[config.mk]
export PLATFORM = sky130hd
export DESIGN_NAME = can_mode_ctrl
export DESIGN_NICKNAME = d
export VERILOG_FILES = /design/src/can_mode_pkg.sv /design/src/can_mode_ctrl.sv
export SDC_FILE = /design/constraint.sdc
export NUM_CORES = 1
export LEC_CHECK = 0
export ABC_AREA = 1
export BUFFER_PORTS_ARGS = -buffer_cell sky130_fd_sc_hd__buf_2
export CORE_MARGIN = 2
export CORE_UTILIZATION = 50
export CTS_CLUSTER_DIAMETER = 60
export DETAILED_ROUTE_END_ITERATION = 8
export GPL_TIMING_DRIVEN = 0
export HOLD_SLACK_MARGIN = 0.15
export PLACE_DENSITY = 0.76
export SYNTH_ARGS = -nofsm -noshare
export SYNTH_HDL_FRONTEND = slang
export SYNTH_SLANG_ARGS = --single-unit
[constraint.sdc]
create_clock -name SYS_CLK_I -period 1.45 [get_ports SYS_CLK_I]
set_input_delay 0.29 -clock SYS_CLK_I [delete_from_list [all_inputs] [get_ports SYS_CLK_I]]
set_output_delay 0.29 -clock SYS_CLK_I [all_outputs]
set_load 0.01 [all_outputs]
[src/can_mode_pkg.sv]
package can_mode_pkg;

    // ****************
    // register offsets
    // ****************
    localparam logic [7:0] OFS_MASTER_CONTROL  = 8'h00;
    localparam logic [7:0] OFS_MASTER_STATUS   = 8'h01;
    localparam logic [7:0] OFS_TX_STATUS       = 8'h02;
    localparam logic [7:0] OFS_TX_PRIORITY     = 8'h03;
    localparam logic [7:0] OFS_RX_QUEUE        = 8'h04;
    localparam logic [7:0] OFS_EVENT_ENABLE    = 8'h05;

    // ****************
    // reset values
    // ****************
    localparam logic [7:0] RST_MASTER_CONTROL  = 8'h02;
    localparam logic [7:0] RST_MASTER_STATUS   = 8'h02;
    localparam logic [7:0] RST_TX_STATUS       = 8'h00;
    localparam logic [7:0] RST_TX_PRIORITY     = 8'h0C;
    localparam logic [7:0] RST_RX_QUEUE        = 8'h00;
    localparam logic [7:0] RST_EVENT_ENABLE    = 8'h00;

    // ****************
    // field positions
    // ****************
    // master control
    localparam int B_AUTO_BUSOFF   = 6;
    localparam int B_AUTO_WAKEUP   = 5;
    localparam int B_NO_RETRANSMIT = 4;
    localparam int B_RX_LOCK       = 3;
    localparam int B_TX_ORDER      = 2;
    localparam int B_SLEEP_REQ     = 1;
    localparam int B_INIT_REQ      = 0;
    // master status
    localparam int B_RECEIVING     = 5;
    localparam int B_TRANSMITTING  = 4;
    localparam int B_WAKEUP_EVT    = 3;
    localparam int B_ERROR_EVT     = 2;
    localparam int B_SLEEP_ACK     = 1;
    localparam int B_INIT_ACK      = 0;
    // transmit status
    localparam int B_TX_SUCCESS    = 4;
    localparam int B_REQ_DONE      = 0;
    // transmit priority
    localparam int B_LOWEST        = 5;
    localparam int B_MB_FREE       = 2;
    localparam int B_CODE          = 0;
    // receive queue
    localparam int B_RELEASE       = 5;
    localparam int B_OVERRUN       = 4;
    localparam int B_FULL          = 3;
    localparam int B_PENDING       = 0;
    // event enables
    localparam int B_WAKEUP_IRQ_EN = 7;
    localparam int B_ERROR_IRQ_EN  = 6;
    localparam int B_COND_EN       = 0;

    // ****************
    // timing and counts
    // ****************
    localparam int CLK_PERIOD_NS   = 20;
    localparam int BIT_TIME_NS     = 2000;
    localparam int BIT_CYCLES      = (BIT_TIME_NS + CLK_PERIOD_NS - 1) / CLK_PERIOD_NS;
    localparam logic [7:0] RECESSIVE_RUN   = 8'h0B;
    localparam logic [7:0] BUSOFF_RUNS     = 8'h80;
    localparam logic [1:0] QUEUE_DEPTH     = 2'h3;

    // ****************
    // types
    // ****************
    typedef enum logic [2:0] {
        ST_SLEEP  = 3'b000,
        ST_INIT   = 3'b001,
        ST_SYNC   = 3'b010,
        ST_NORMAL = 3'b011,
        ST_BUSOFF = 3'b100
    } mode_t;

    typedef struct packed {
        logic [1:0] req;
        logic [1:0] done;
        logic [1:0] ok;
    } tx_evt_t;

    typedef struct packed {
        logic [7:0] addr;
        logic [7:0] wdata;
        logic       wr;
        logic       rd;
    } reg_req_t;

endpackage

[src/can_mode_ctrl.sv]
`timescale 1ns/10ps

// Notes on behaviour
// - auto bus-off exit after 128 runs of 11
// - auto wake-up on frame clears sleep bits
// - without auto wake-up, software clears sleep
// - no-retransmit: each message sent once
// - otherwise retransmit until success
// - full unlocked queue: newest overwrites last
// - full locked queue: new message discarded
// - order by identifier or by request time
// - sleep entered after current frame ends
// - leaving init waits 11 recessive bits
// - init entered after current frame ends
// - clearable flags cleared by writing one
// - receiving and transmitting status bits
// - wake-up flag on start-of-frame in sleep
// - error flag on enabled error condition
// - sleep ack follows sleep mode
// - success flag set, cleared by request/clear
// - request done sticky until software clears
// - lowest flags only with two pending
// - reserved bits read zero, except event enable bits 5:4, which read back as written
// - control and status reset to 02h
// - code: next free or lowest pending
// - pending count up on store, down on release
module can_mode_ctrl
    import can_mode_pkg::*;
(
    // clock and reset
    input  wire logic       SYS_CLK_I,
    input  wire logic       SRST_I,
    // register port
    input  wire reg_req_t   REG_I,
    output logic [7:0]      RDATA_O,
    // can receive pin
    input  wire logic       CAN_RX_I,
    // protocol engine status
    input  wire logic       RX_ACTIVE_I,
    input  wire logic       TX_ACTIVE_I,
    input  wire logic       SOF_DET_I,
    input  wire logic [3:0] ERR_SET_I,
    input  wire logic       BUSOFF_ENTER_I,
    input  wire tx_evt_t    TX_EVT_I,
    input  wire logic [1:0] TX_PEND_I,
    input  wire logic       MB0_ID_WINS_I,
    input  wire logic       RX_STORE_I,
    // mode and policy outputs
    output logic            SLEEP_MODE_O,
    output logic            INIT_MODE_O,
    output logic            BUS_ON_O,
    output logic            BUSOFF_RECOVER_O,
    output logic            NO_RETRANSMIT_O,
    output logic            NEXT_TX_MB_O,
    output logic            RX_OVERWRITE_O,
    output logic            RX_DISCARD_O,
    output logic            STATUS_CHANGE_O
);

    // ****************
    // state
    // ****************
    mode_t      mode_reg;
    mode_t      mode_next;
    logic [6:0] control_reg;
    logic       wakeup_event_reg;
    logic       error_event_reg;
    logic [1:0] tx_success_reg;
    logic [1:0] request_done_reg;
    logic       last_req_reg;
    logic [1:0] pending_message_count_reg;
    logic       overrun_reg;
    logic       full_reg;
    logic [7:0] event_enable_reg;
    logic [7:0] rdata_reg;
    logic [2:0] rx_sync_reg;
    logic       rx_level_reg;
    logic [7:0] bit_div_reg;
    logic [7:0] rec_run_reg;
    logic [7:0] busoff_runs_reg;
    logic       recover_reg;
    logic       overwrite_reg;
    logic       discard_reg;

    logic       wr_ctl;
    logic       wr_sts;
    logic       wr_tsr;
    logic       wr_rxq;
    logic       wr_evt;
    logic       busy;
    logic       bit_tick;
    logic       run11;
    logic       auto_wake;
    logic       release_q;
    logic       both_pend;
    logic       lowest_mb;
    logic [1:0] lowest_flags;
    logic [1:0] code;

    assign wr_ctl    = REG_I.wr && (REG_I.addr == OFS_MASTER_CONTROL);
    assign wr_sts    = REG_I.wr && (REG_I.addr == OFS_MASTER_STATUS);
    assign wr_tsr    = REG_I.wr && (REG_I.addr == OFS_TX_STATUS);
    assign wr_rxq    = REG_I.wr && (REG_I.addr == OFS_RX_QUEUE);
    assign wr_evt    = REG_I.wr && (REG_I.addr == OFS_EVENT_ENABLE);
    assign busy      = RX_ACTIVE_I || TX_ACTIVE_I;
    assign auto_wake = (mode_reg == ST_SLEEP) && control_reg[B_AUTO_WAKEUP] && SOF_DET_I;

    // ****************
    // receive pin synchroniser and bit-time divider
    // ****************
    always_ff @(posedge SYS_CLK_I) begin
        if (SRST_I) begin
            rx_sync_reg  <= 3'h7;
            rx_level_reg <= 1'b1;
        end else begin
            rx_sync_reg <= {rx_sync_reg[1:0], CAN_RX_I};
            if (rx_sync_reg[1] == rx_sync_reg[2]) begin
                rx_level_reg <= rx_sync_reg[2];
            end
        end
    end

    always_ff @(posedge SYS_CLK_I) begin
        if (SRST_I) begin
            bit_div_reg <= 8'h00;
        end else if (bit_tick) begin
            bit_div_reg <= 8'h00;
        end else begin
            bit_div_reg <= bit_div_reg + 8'h01;
        end
    end

    assign bit_tick = (bit_div_reg == 8'(BIT_CYCLES - 1));
    assign run11    = bit_tick && rx_level_reg && (rec_run_reg == RECESSIVE_RUN - 8'h01);

    // consecutive recessive bits, restarted after each run of 11
    always_ff @(posedge SYS_CLK_I) begin
        if (SRST_I) begin
            rec_run_reg <= 8'h00;
        end else if (bit_tick) begin
            if (!rx_level_reg || run11) begin
                rec_run_reg <= 8'h00;
            end else begin
                rec_run_reg <= rec_run_reg + 8'h01;
            end
        end
    end

    always_ff @(posedge SYS_CLK_I) begin
        if (SRST_I) begin
            busoff_runs_reg <= 8'h00;
        end else if (mode_reg != ST_BUSOFF) begin
            busoff_runs_reg <= 8'h00;
        end else if (run11) begin
            busoff_runs_reg <= busoff_runs_reg + 8'h01;
        end
    end

    // ****************
    // operating mode
    // ****************
    always_comb begin
        mode_next = mode_reg;
        case (mode_reg)
            ST_SLEEP: begin
                if (!control_reg[B_SLEEP_REQ] || auto_wake) begin
                    mode_next = control_reg[B_INIT_REQ] ? ST_INIT : ST_SYNC;
                end
            end
            ST_INIT: begin
                if (control_reg[B_SLEEP_REQ]) begin
                    mode_next = ST_SLEEP;
                end else if (!control_reg[B_INIT_REQ]) begin
                    mode_next = ST_SYNC;
                end
            end
            ST_SYNC: begin
                if (control_reg[B_INIT_REQ]) begin
                    mode_next = ST_INIT;
                end else if (control_reg[B_SLEEP_REQ]) begin
                    mode_next = ST_SLEEP;
                end else if (run11) begin
                    mode_next = ST_NORMAL;
                end
            end
            ST_NORMAL: begin
                if (BUSOFF_ENTER_I) begin
                    mode_next = ST_BUSOFF;
                end else if (control_reg[B_INIT_REQ] && !busy) begin
                    mode_next = ST_INIT;
                end else if (control_reg[B_SLEEP_REQ] && !busy) begin
                    mode_next = ST_SLEEP;
                end
            end
            ST_BUSOFF: begin
                if (control_reg[B_AUTO_BUSOFF] && run11
                    && (busoff_runs_reg == BUSOFF_RUNS - 8'h01)) begin
                    mode_next = ST_NORMAL;
                end else if (!control_reg[B_AUTO_BUSOFF] && control_reg[B_INIT_REQ]) begin
                    mode_next = ST_INIT;
                end
            end
            default: begin
                mode_next = ST_SLEEP;
            end
        endcase
    end

    always_ff @(posedge SYS_CLK_I) begin
        if (SRST_I) begin
            mode_reg    <= ST_SLEEP;
            recover_reg <= 1'b0;
        end else begin
            mode_reg    <= mode_next;
            recover_reg <= (mode_reg == ST_BUSOFF) && (mode_next != ST_BUSOFF);
        end
    end

    // ****************
    // master control
    // ****************
    always_ff @(posedge SYS_CLK_I) begin
        if (SRST_I) begin
            control_reg <= RST_MASTER_CONTROL[6:0];
        end else if (wr_ctl) begin
            control_reg <= REG_I.wdata[6:0];
        end else if (auto_wake) begin
            control_reg[B_SLEEP_REQ] <= 1'b0;
        end
    end

    always_ff @(posedge SYS_CLK_I) begin
        if (SRST_I) begin
            event_enable_reg <= RST_EVENT_ENABLE;
        end else if (wr_evt) begin
            event_enable_reg <= REG_I.wdata;
        end
    end

    // ****************
    // status event flags, set wins over write-one clear
    // ****************
    always_ff @(posedge SYS_CLK_I) begin
        if (SRST_I) begin
            wakeup_event_reg <= 1'b0;
            error_event_reg  <= 1'b0;
        end else begin
            if ((mode_reg == ST_SLEEP) && SOF_DET_I) begin
                wakeup_event_reg <= 1'b1;
            end else if (wr_sts && REG_I.wdata[B_WAKEUP_EVT]) begin
                wakeup_event_reg <= 1'b0;
            end
            if (|(ERR_SET_I & event_enable_reg[B_COND_EN +: 4])) begin
                error_event_reg <= 1'b1;
            end else if (wr_sts && REG_I.wdata[B_ERROR_EVT]) begin
                error_event_reg <= 1'b0;
            end
        end
    end

    // ****************
    // transmit mailbox flags
    // ****************
    generate
        for (genvar mb = 0; mb < 2; mb++) begin : g_mb
            always_ff @(posedge SYS_CLK_I) begin
                if (SRST_I) begin
                    tx_success_reg[mb]   <= 1'b0;
                    request_done_reg[mb] <= 1'b0;
                end else begin
                    if (TX_EVT_I.done[mb]) begin
                        request_done_reg[mb] <= 1'b1;
                    end else if (wr_tsr && REG_I.wdata[B_REQ_DONE + mb]) begin
                        request_done_reg[mb] <= 1'b0;
                    end
                    if (TX_EVT_I.ok[mb]) begin
                        tx_success_reg[mb] <= 1'b1;
                    end else if (TX_EVT_I.req[mb]
                                 || (wr_tsr && REG_I.wdata[B_REQ_DONE + mb])) begin
                        tx_success_reg[mb] <= 1'b0;
                    end
                end
            end
        end
    endgenerate

    // the later of two requests is the one that waits
    always_ff @(posedge SYS_CLK_I) begin
        if (SRST_I) begin
            last_req_reg <= 1'b0;
        end else if (TX_EVT_I.req[1]) begin
            last_req_reg <= 1'b1;
        end else if (TX_EVT_I.req[0]) begin
            last_req_reg <= 1'b0;
        end
    end

    assign both_pend    = &TX_PEND_I;
    assign lowest_mb    = control_reg[B_TX_ORDER] ? last_req_reg : MB0_ID_WINS_I;
    assign lowest_flags = both_pend ? (lowest_mb ? 2'h2 : 2'h1) : 2'h0;
    assign code         = !TX_PEND_I[0] ? 2'h0 :
                          !TX_PEND_I[1] ? 2'h1 : {1'b0, lowest_mb};

    // ****************
    // receive queue occupancy
    // ****************
    assign release_q = wr_rxq && REG_I.wdata[B_RELEASE] && (pending_message_count_reg != 2'h0);

    always_ff @(posedge SYS_CLK_I) begin
        if (SRST_I) begin
            pending_message_count_reg <= 2'h0;
            overrun_reg               <= 1'b0;
            full_reg                  <= 1'b0;
            overwrite_reg             <= 1'b0;
            discard_reg               <= 1'b0;
        end else begin
            overwrite_reg <= 1'b0;
            discard_reg   <= 1'b0;
            if (RX_STORE_I && (pending_message_count_reg == QUEUE_DEPTH) && !release_q) begin
                overrun_reg <= 1'b1;
                if (control_reg[B_RX_LOCK]) begin
                    discard_reg <= 1'b1;
                end else begin
                    overwrite_reg <= 1'b1;
                end
            end else if (wr_rxq && REG_I.wdata[B_OVERRUN]) begin
                overrun_reg <= 1'b0;
            end
            if (RX_STORE_I && !release_q && (pending_message_count_reg != QUEUE_DEPTH)) begin
                pending_message_count_reg <= pending_message_count_reg + 2'h1;
            end else if (release_q && !RX_STORE_I) begin
                pending_message_count_reg <= pending_message_count_reg - 2'h1;
            end
            if (RX_STORE_I && !release_q && (pending_message_count_reg == QUEUE_DEPTH - 2'h1)) begin
                full_reg <= 1'b1;
            end else if (release_q || (wr_rxq && REG_I.wdata[B_FULL])) begin
                full_reg <= 1'b0;
            end
        end
    end

    // ****************
    // register read, data one cycle after the strobe
    // ****************
    always_ff @(posedge SYS_CLK_I) begin
        if (SRST_I) begin
            rdata_reg <= 8'h00;
        end else if (REG_I.rd) begin
            case (REG_I.addr)
                OFS_MASTER_CONTROL: begin
                    rdata_reg <= {1'b0, control_reg};
                end
                OFS_MASTER_STATUS: begin
                    rdata_reg <= {2'b00, RX_ACTIVE_I, TX_ACTIVE_I,
                                  wakeup_event_reg, error_event_reg,
                                  mode_reg == ST_SLEEP, mode_reg == ST_INIT};
                end
                OFS_TX_STATUS: begin
                    rdata_reg <= {2'b00, tx_success_reg, 2'b00, request_done_reg};
                end
                OFS_TX_PRIORITY: begin
                    rdata_reg <= {1'b0, lowest_flags, 1'b0, ~TX_PEND_I, code};
                end
                OFS_RX_QUEUE: begin
                    rdata_reg <= {3'b000, overrun_reg, full_reg, 1'b0,
                                  pending_message_count_reg};
                end
                OFS_EVENT_ENABLE: begin
                    rdata_reg <= event_enable_reg;
                end
                default: begin
                    rdata_reg <= 8'h00;
                end
            endcase
        end else begin
            rdata_reg <= 8'h00;
        end
    end

    // ****************
    // outputs
    // ****************
    assign RDATA_O          = rdata_reg;
    assign SLEEP_MODE_O     = (mode_reg == ST_SLEEP);
    assign INIT_MODE_O      = (mode_reg == ST_INIT);
    assign BUS_ON_O         = (mode_reg == ST_NORMAL);
    assign BUSOFF_RECOVER_O = recover_reg;
    assign NO_RETRANSMIT_O  = control_reg[B_NO_RETRANSMIT];
    assign NEXT_TX_MB_O     = both_pend ? ~lowest_mb : TX_PEND_I[1];
    assign RX_OVERWRITE_O   = overwrite_reg;
    assign RX_DISCARD_O     = discard_reg;
    assign STATUS_CHANGE_O  = (wakeup_event_reg && event_enable_reg[B_WAKEUP_IRQ_EN])
                           || (error_event_reg && event_enable_reg[B_ERROR_IRQ_EN]);

endmodule

### Word-level counts from Yosys, hierarchy flattened

Cells that the tools add are included.

| storage, ports and cells | value |
|---|---|
| output and inout bits | 17 |
| flip-flop bits (word level) | 68 |
| logic and storage cells | 161 |
| input bits | 39 |

| cells by class | value |
|---|---|
| reductions and logical operators | 65 |
| equal/unequal tests | 18 |
| bitwise gates (word level) | 5 |
| mux-type cells | 45 |
| add/sub/neg operators | 5 |

Operator list:

| kind | count |
|---|---|
| 8-bit one-hot mux with 6 select lines | 1 |
| 3-bit 2-to-1 mux | 11 |
| 1-bit logical AND | 32 |
| 1-bit 2-to-1 mux | 26 |
| 8-bit by 1-bit adder with 8-bit output, second input constant | 3 |
| 2-bit nonzero test | 12 |
| 8-bit by 2-bit equality test with 1-bit output, second input constant | 2 |
| 8-bit by 3-bit equality test with 1-bit output, second input constant | 2 |
| 8-bit by 7-bit equality test with 1-bit output, second input constant | 2 |
| 3-bit one-hot mux with 5 select lines | 1 |
| 2-bit 2-to-1 mux | 5 |
| 8-bit by 1-bit equality test with 1-bit output, second input constant | 1 |
| 8-bit by 4-bit equality test with 1-bit output, second input constant | 1 |
| 8-bit logical NOT | 1 |
| 8-bit 2-to-1 mux | 1 |
| 2-bit OR reduction | 4 |
| 1-bit logical OR | 7 |
| 3-bit by 2-bit equality test with 1-bit output, second input constant | 2 |
| 1-bit logical NOT | 6 |
| 3-bit != test, second input constant | 2 |
| 4-bit bitwise AND | 1 |
| 2-bit equality test, second input constant | 2 |
| 4-bit OR reduction | 1 |
| 3-bit by 1-bit equality test with 1-bit output, second input constant | 1 |
| other kinds (9) | 11 |

### Depth between registers and ports, before layout

| depth | value |
|---|---|
| depth in word-level cells | 9 |
| mapped depth | 10 |
| mapped depth without buffers | 10 |

### Worst setup path after synthesis

Ideal clock, no wire load.

| timing path | value |
|---|---|
| kind | reg2reg |
| from | register bit_div_reg[0] |
| to | register rec_run_reg[6] |
| path slack | 0.009 ns |
| required time | 1.320 ns |
| data arrival time | 1.311 ns |
| library setup time | 0.130 ns |
| cell stages (with the launch flop) | 8 |
| path buffers | 1 |
| clock period less this slack | 1.441 ns |
| path through | dfxtp_1 > ha_1 > nand3_1 > nor2_1 > buf_4 > nor2_2 > a31oi_1 > nor3_1 |

| on the way | value |
|---|---|
| cells in the longest elaborated chain, start to end | 5 |

Ends and longest elaborated chain:

| element | RTL line | text |
|---|---|---|
| from (decl) | can_mode_ctrl.sv:78 | `logic [7:0] bit_div_reg;` |
| from (signal assigned) | can_mode_ctrl.sv:129 | `bit_div_reg <= bit_div_reg + 8'h01;` |
| 8-bit by 7-bit equality test with 1-bit output * | can_mode_ctrl.sv:133 | `assign bit_tick = (bit_div_reg == 8'(BIT_CYCLES - 1));` |
| 1-bit logical AND (2 in a row) | can_mode_ctrl.sv:134 | `assign run11 = bit_tick && rx_level_reg && (rec_run_reg == RECESSIVE_RUN - 8'h01);` |
| 1-bit logical OR | can_mode_ctrl.sv:141 | `if (!rx_level_reg \|\| run11) begin` |
| 8-bit 2-to-1 mux | can_mode_ctrl.sv:141 |  |
| to (signal assigned) | can_mode_ctrl.sv:144 | `rec_run_reg <= rec_run_reg + 8'h01;` |
| to (decl) | can_mode_ctrl.sv:79 | `logic [7:0] rec_run_reg;` |

Every way passes the cells marked *; elsewhere a longest branch is shown, timed or not.
A chain may end at the register's enable or synchronous reset.

### Worst setup path in the final report

| timing path | value |
|---|---|
| from | register bit_div_reg[0] |
| to | register rec_run_reg[1] |

Same word-level chain as after synthesis.

==> flow_summary.ini <==
[die]
initial_core_util_pct = 51.7
die_h_um = 84.8
row_count = 29
die_area_um2 = 7190
io_pins = 56
die_w_um = 84.8
core_area_um2 = 6310

[setup_path]
critical_path.max_fanout = 8
slowest_delay_ns = 0.35
worstPathRequired_ns = 1.71
end_kind = flip-flop
path_cells = ha_4 > nand3_4 > nor2_4 > buf_8 > buf_6 > nand3_4 > o31ai_1
crit_top_cell = nand3_4
crit_arrival_ns = 1.70
setup.worst_path.class = reg -> reg
crit_path_top_delay_cell = dfxtp_2
critPathTopFamily = flip-flops
critPathLaunchType = flip-flop
worst-path-buf-inv = 2

[hold_path]
min_path_type = in -> reg

[timing]
rsz0062_at_grt = yes
hold_violations = 0
setup_viol = 0
worst_pin_slew_ns = 0.764
finalMaxSlewViolations = 0
slew_headroom_pct = 48.5
max_freq_ghz = 0.692
min_period_ns = 1.45
skew_ns = 0.00968
finalCritPeriodShare_pct = 99.7
timing.final.ws_setup_ns = 0.00422

[pwr]
power-per-cell-area_nw_per_um2 = 886
fin_total_pwr_mw = 3.71
ir_drop_uv = 626
leakage_nw = 1.85

[global_routing]
grt_pass1_vias = 3219
overflow = 0
grt_usage_pct = 24.6
antenna_found_initial = 0
grt_max_degree = 12
grt_pass1_wl_um = 14200

[synthesis]
syn-cell-area_um2 = 3260
ys_ff_latch = 68
synth-main-ff-cell = dfxtp_1
ys_seq_area_share_pct = 41.7
synth_cell_types = 37
synth.avg_cell_area_um2 = 6.95
synthCells = 469
ys_async_sr_fraction_pct = 0
synth_edf_count = 0
ys_warn_count = 0
synth.net_count = 512

[route]
met1Wirelength_um = 3670
wl_per_cell_um = 13.5
vias = 3422
routed_wl_um = 8590
firstDrtPassIters = 5
route.met2.wl_um = 4150
ant_nets = 0
route.met3.wl_um = 634
drc_errors = 0
avgViaCountPerCell = 5.40
topRoutingLayerUsed = met4
initialDrtViolationCount = 221

[final_layout]
area_growth_pct = 28.5
antennaDiodeCount = 0
nets = 595
drive_gt1_share_pct = 25.5
finalNonFillerCells = 634

[placed_design]
dp_hpwl_um = 6130
gp_congestion = 0.913
post-place-ws_ns = -0.331
dp_cells = 600
port_buffers = 54

[cts]
clock_latency_ns = 0.34
cts_tree = done
clk_pin_slew_ns = 0.08
cts_buffer_depth = 2
numCtsBuffers = 9
h-tree-depth = 3
cts_root_buf = clkbuf_8
cts.sinks = 68

[job]
cap_violations = 0

[run_status]
outcome = finished clean
placed cells by master (no fill, tap or decap), drive strengths merged:
cell / count
a31oi: 2
a22o: 1
nand3: 37
and2: 1
or2: 4
o22ai: 3
a21oi: 46
dlygate4sd3: 2
nand2: 84
o21ai: 33
o211ai: 3
a221oi: 1
nand4: 16
o31ai: 2
o211a: 1
xor2: 3
nor3: 6
buf: 73
bufinv: 1
o21a: 1
ha: 4
clkinv: 3
clkbuf: 17
inv: 73
dfxtp: 68
nor3b: 3
nor4: 2
nor2: 64
xnor2: 3
repair_timing:
action                     in CTS  in global routing
pin swaps                       7                 19
hold endpoints to repair        2                  0
setup endpoints to repair      26                 35
buffers inserted                8                  9
hold buffers                    2                  0
gates resized for setup        30                 39
layout make-up:
class / count / area [um2]
sequential: 68 / 1380
inverter: 73 / 279
fill: 552 / 2120
buffer: 7 / 46.3
tap: 77 / 96.3
timing repair buffer: 73 / 428
clock buffer: 12 / 145
multi-input combinational: 320 / 1770
clock inverter: 4 / 48.8
final timing paths:
path / endpoint / start / slack [ns] / cells past startpoint
worst max-delay path: rec_run_reg[1] / bit_div_reg[0] / 0.004 / 7
worst min-delay path: request_done_reg[0] / TX_EVT_I[2] / 0.16 / 3
worst max register to register: rec_run_reg[1] / bit_div_reg[0] / 0.004 / 7
worst min register to register: rx_sync_reg[1] / rx_sync_reg[0] / 0.42 / 1
routing by layer:
layer,up-vias,global-route usage [%]
li1,1708,-
met1,1557,30.5
met2,140,41.7
met3,17,6.29
met4,0,8.08
met5,-,0
cell usage after synthesis (2+ instances only):
library cell	count	area (um2)
a21oi_1	46	230
o21ai_0	33	165
dfxtp_1	68	1360
a31oi_1	2	12.5
clkbuf_1	5	18.8
xor2_1	3	26.3
nor2_2	3	18.8
nand3_1	36	180
o22ai_1	3	18.8
nor2_1	60	225
nor3b_1	3	22.5
ha_1	4	50.1
inv_2	2	7.51
or2_2	3	18.8
inv_1	70	263
nor3_1	6	30.0
nand4_1	15	93.8
o211ai_1	3	22.5
o31ai_1	2	15.0
xnor2_1	3	26.3
nand2_1	83	312
power by group:
| group | internal, mW | switching [mW] | leakage (nW) |
|---|---|---|---|
| Clock | 0.840 | 0.711 | 0.100 |
| Combinational | 0.101 | 0.150 | 1.19 |
| Sequential | 1.89 | 0.0200 | 0.556 |
cells by family after synthesis:
kind of cell,count (synthesis),synth area share (%)
AO/OA/AOI/OAI,93,15.3
AND/OR/NAND/NOR,217,30.1
flip-flops,68,41.7
XOR/XNOR,6,1.61
buffers and inverters,81,9.74
adder cells (fa/ha/maj),4,1.53
worst reg2reg max path, stage by stage, from the launching register on:
cell,delay [ns]
dfxtp_2,0.35
ha_4,0.16
nand3_4,0.08
nor2_4,0.18
buf_8,0.16
buf_6,0.12
nand3_4,0.07
o31ai_1,0.24
per-stage QoR:
step | instance area, um2 | TNS (ns) | hold slack [ns] | utilization (%)
2_1_floorplan | 3260 | 0 | 0.389 | -
3_3_place_gp | 3630 | -6.51 | 0.393 | 57.5
3_5_place_dp | 3630 | -7.40 | 0.411 | 57.5
4_1_cts | 3990 | -0.00416 | 0.151 | 63.2
5_1_grt | 4190 | -0.299 | 0.172 | 66.4
6_report | 4190 | 0 | 0.161 | 66.4
Power figures use the tool's default switching activity.
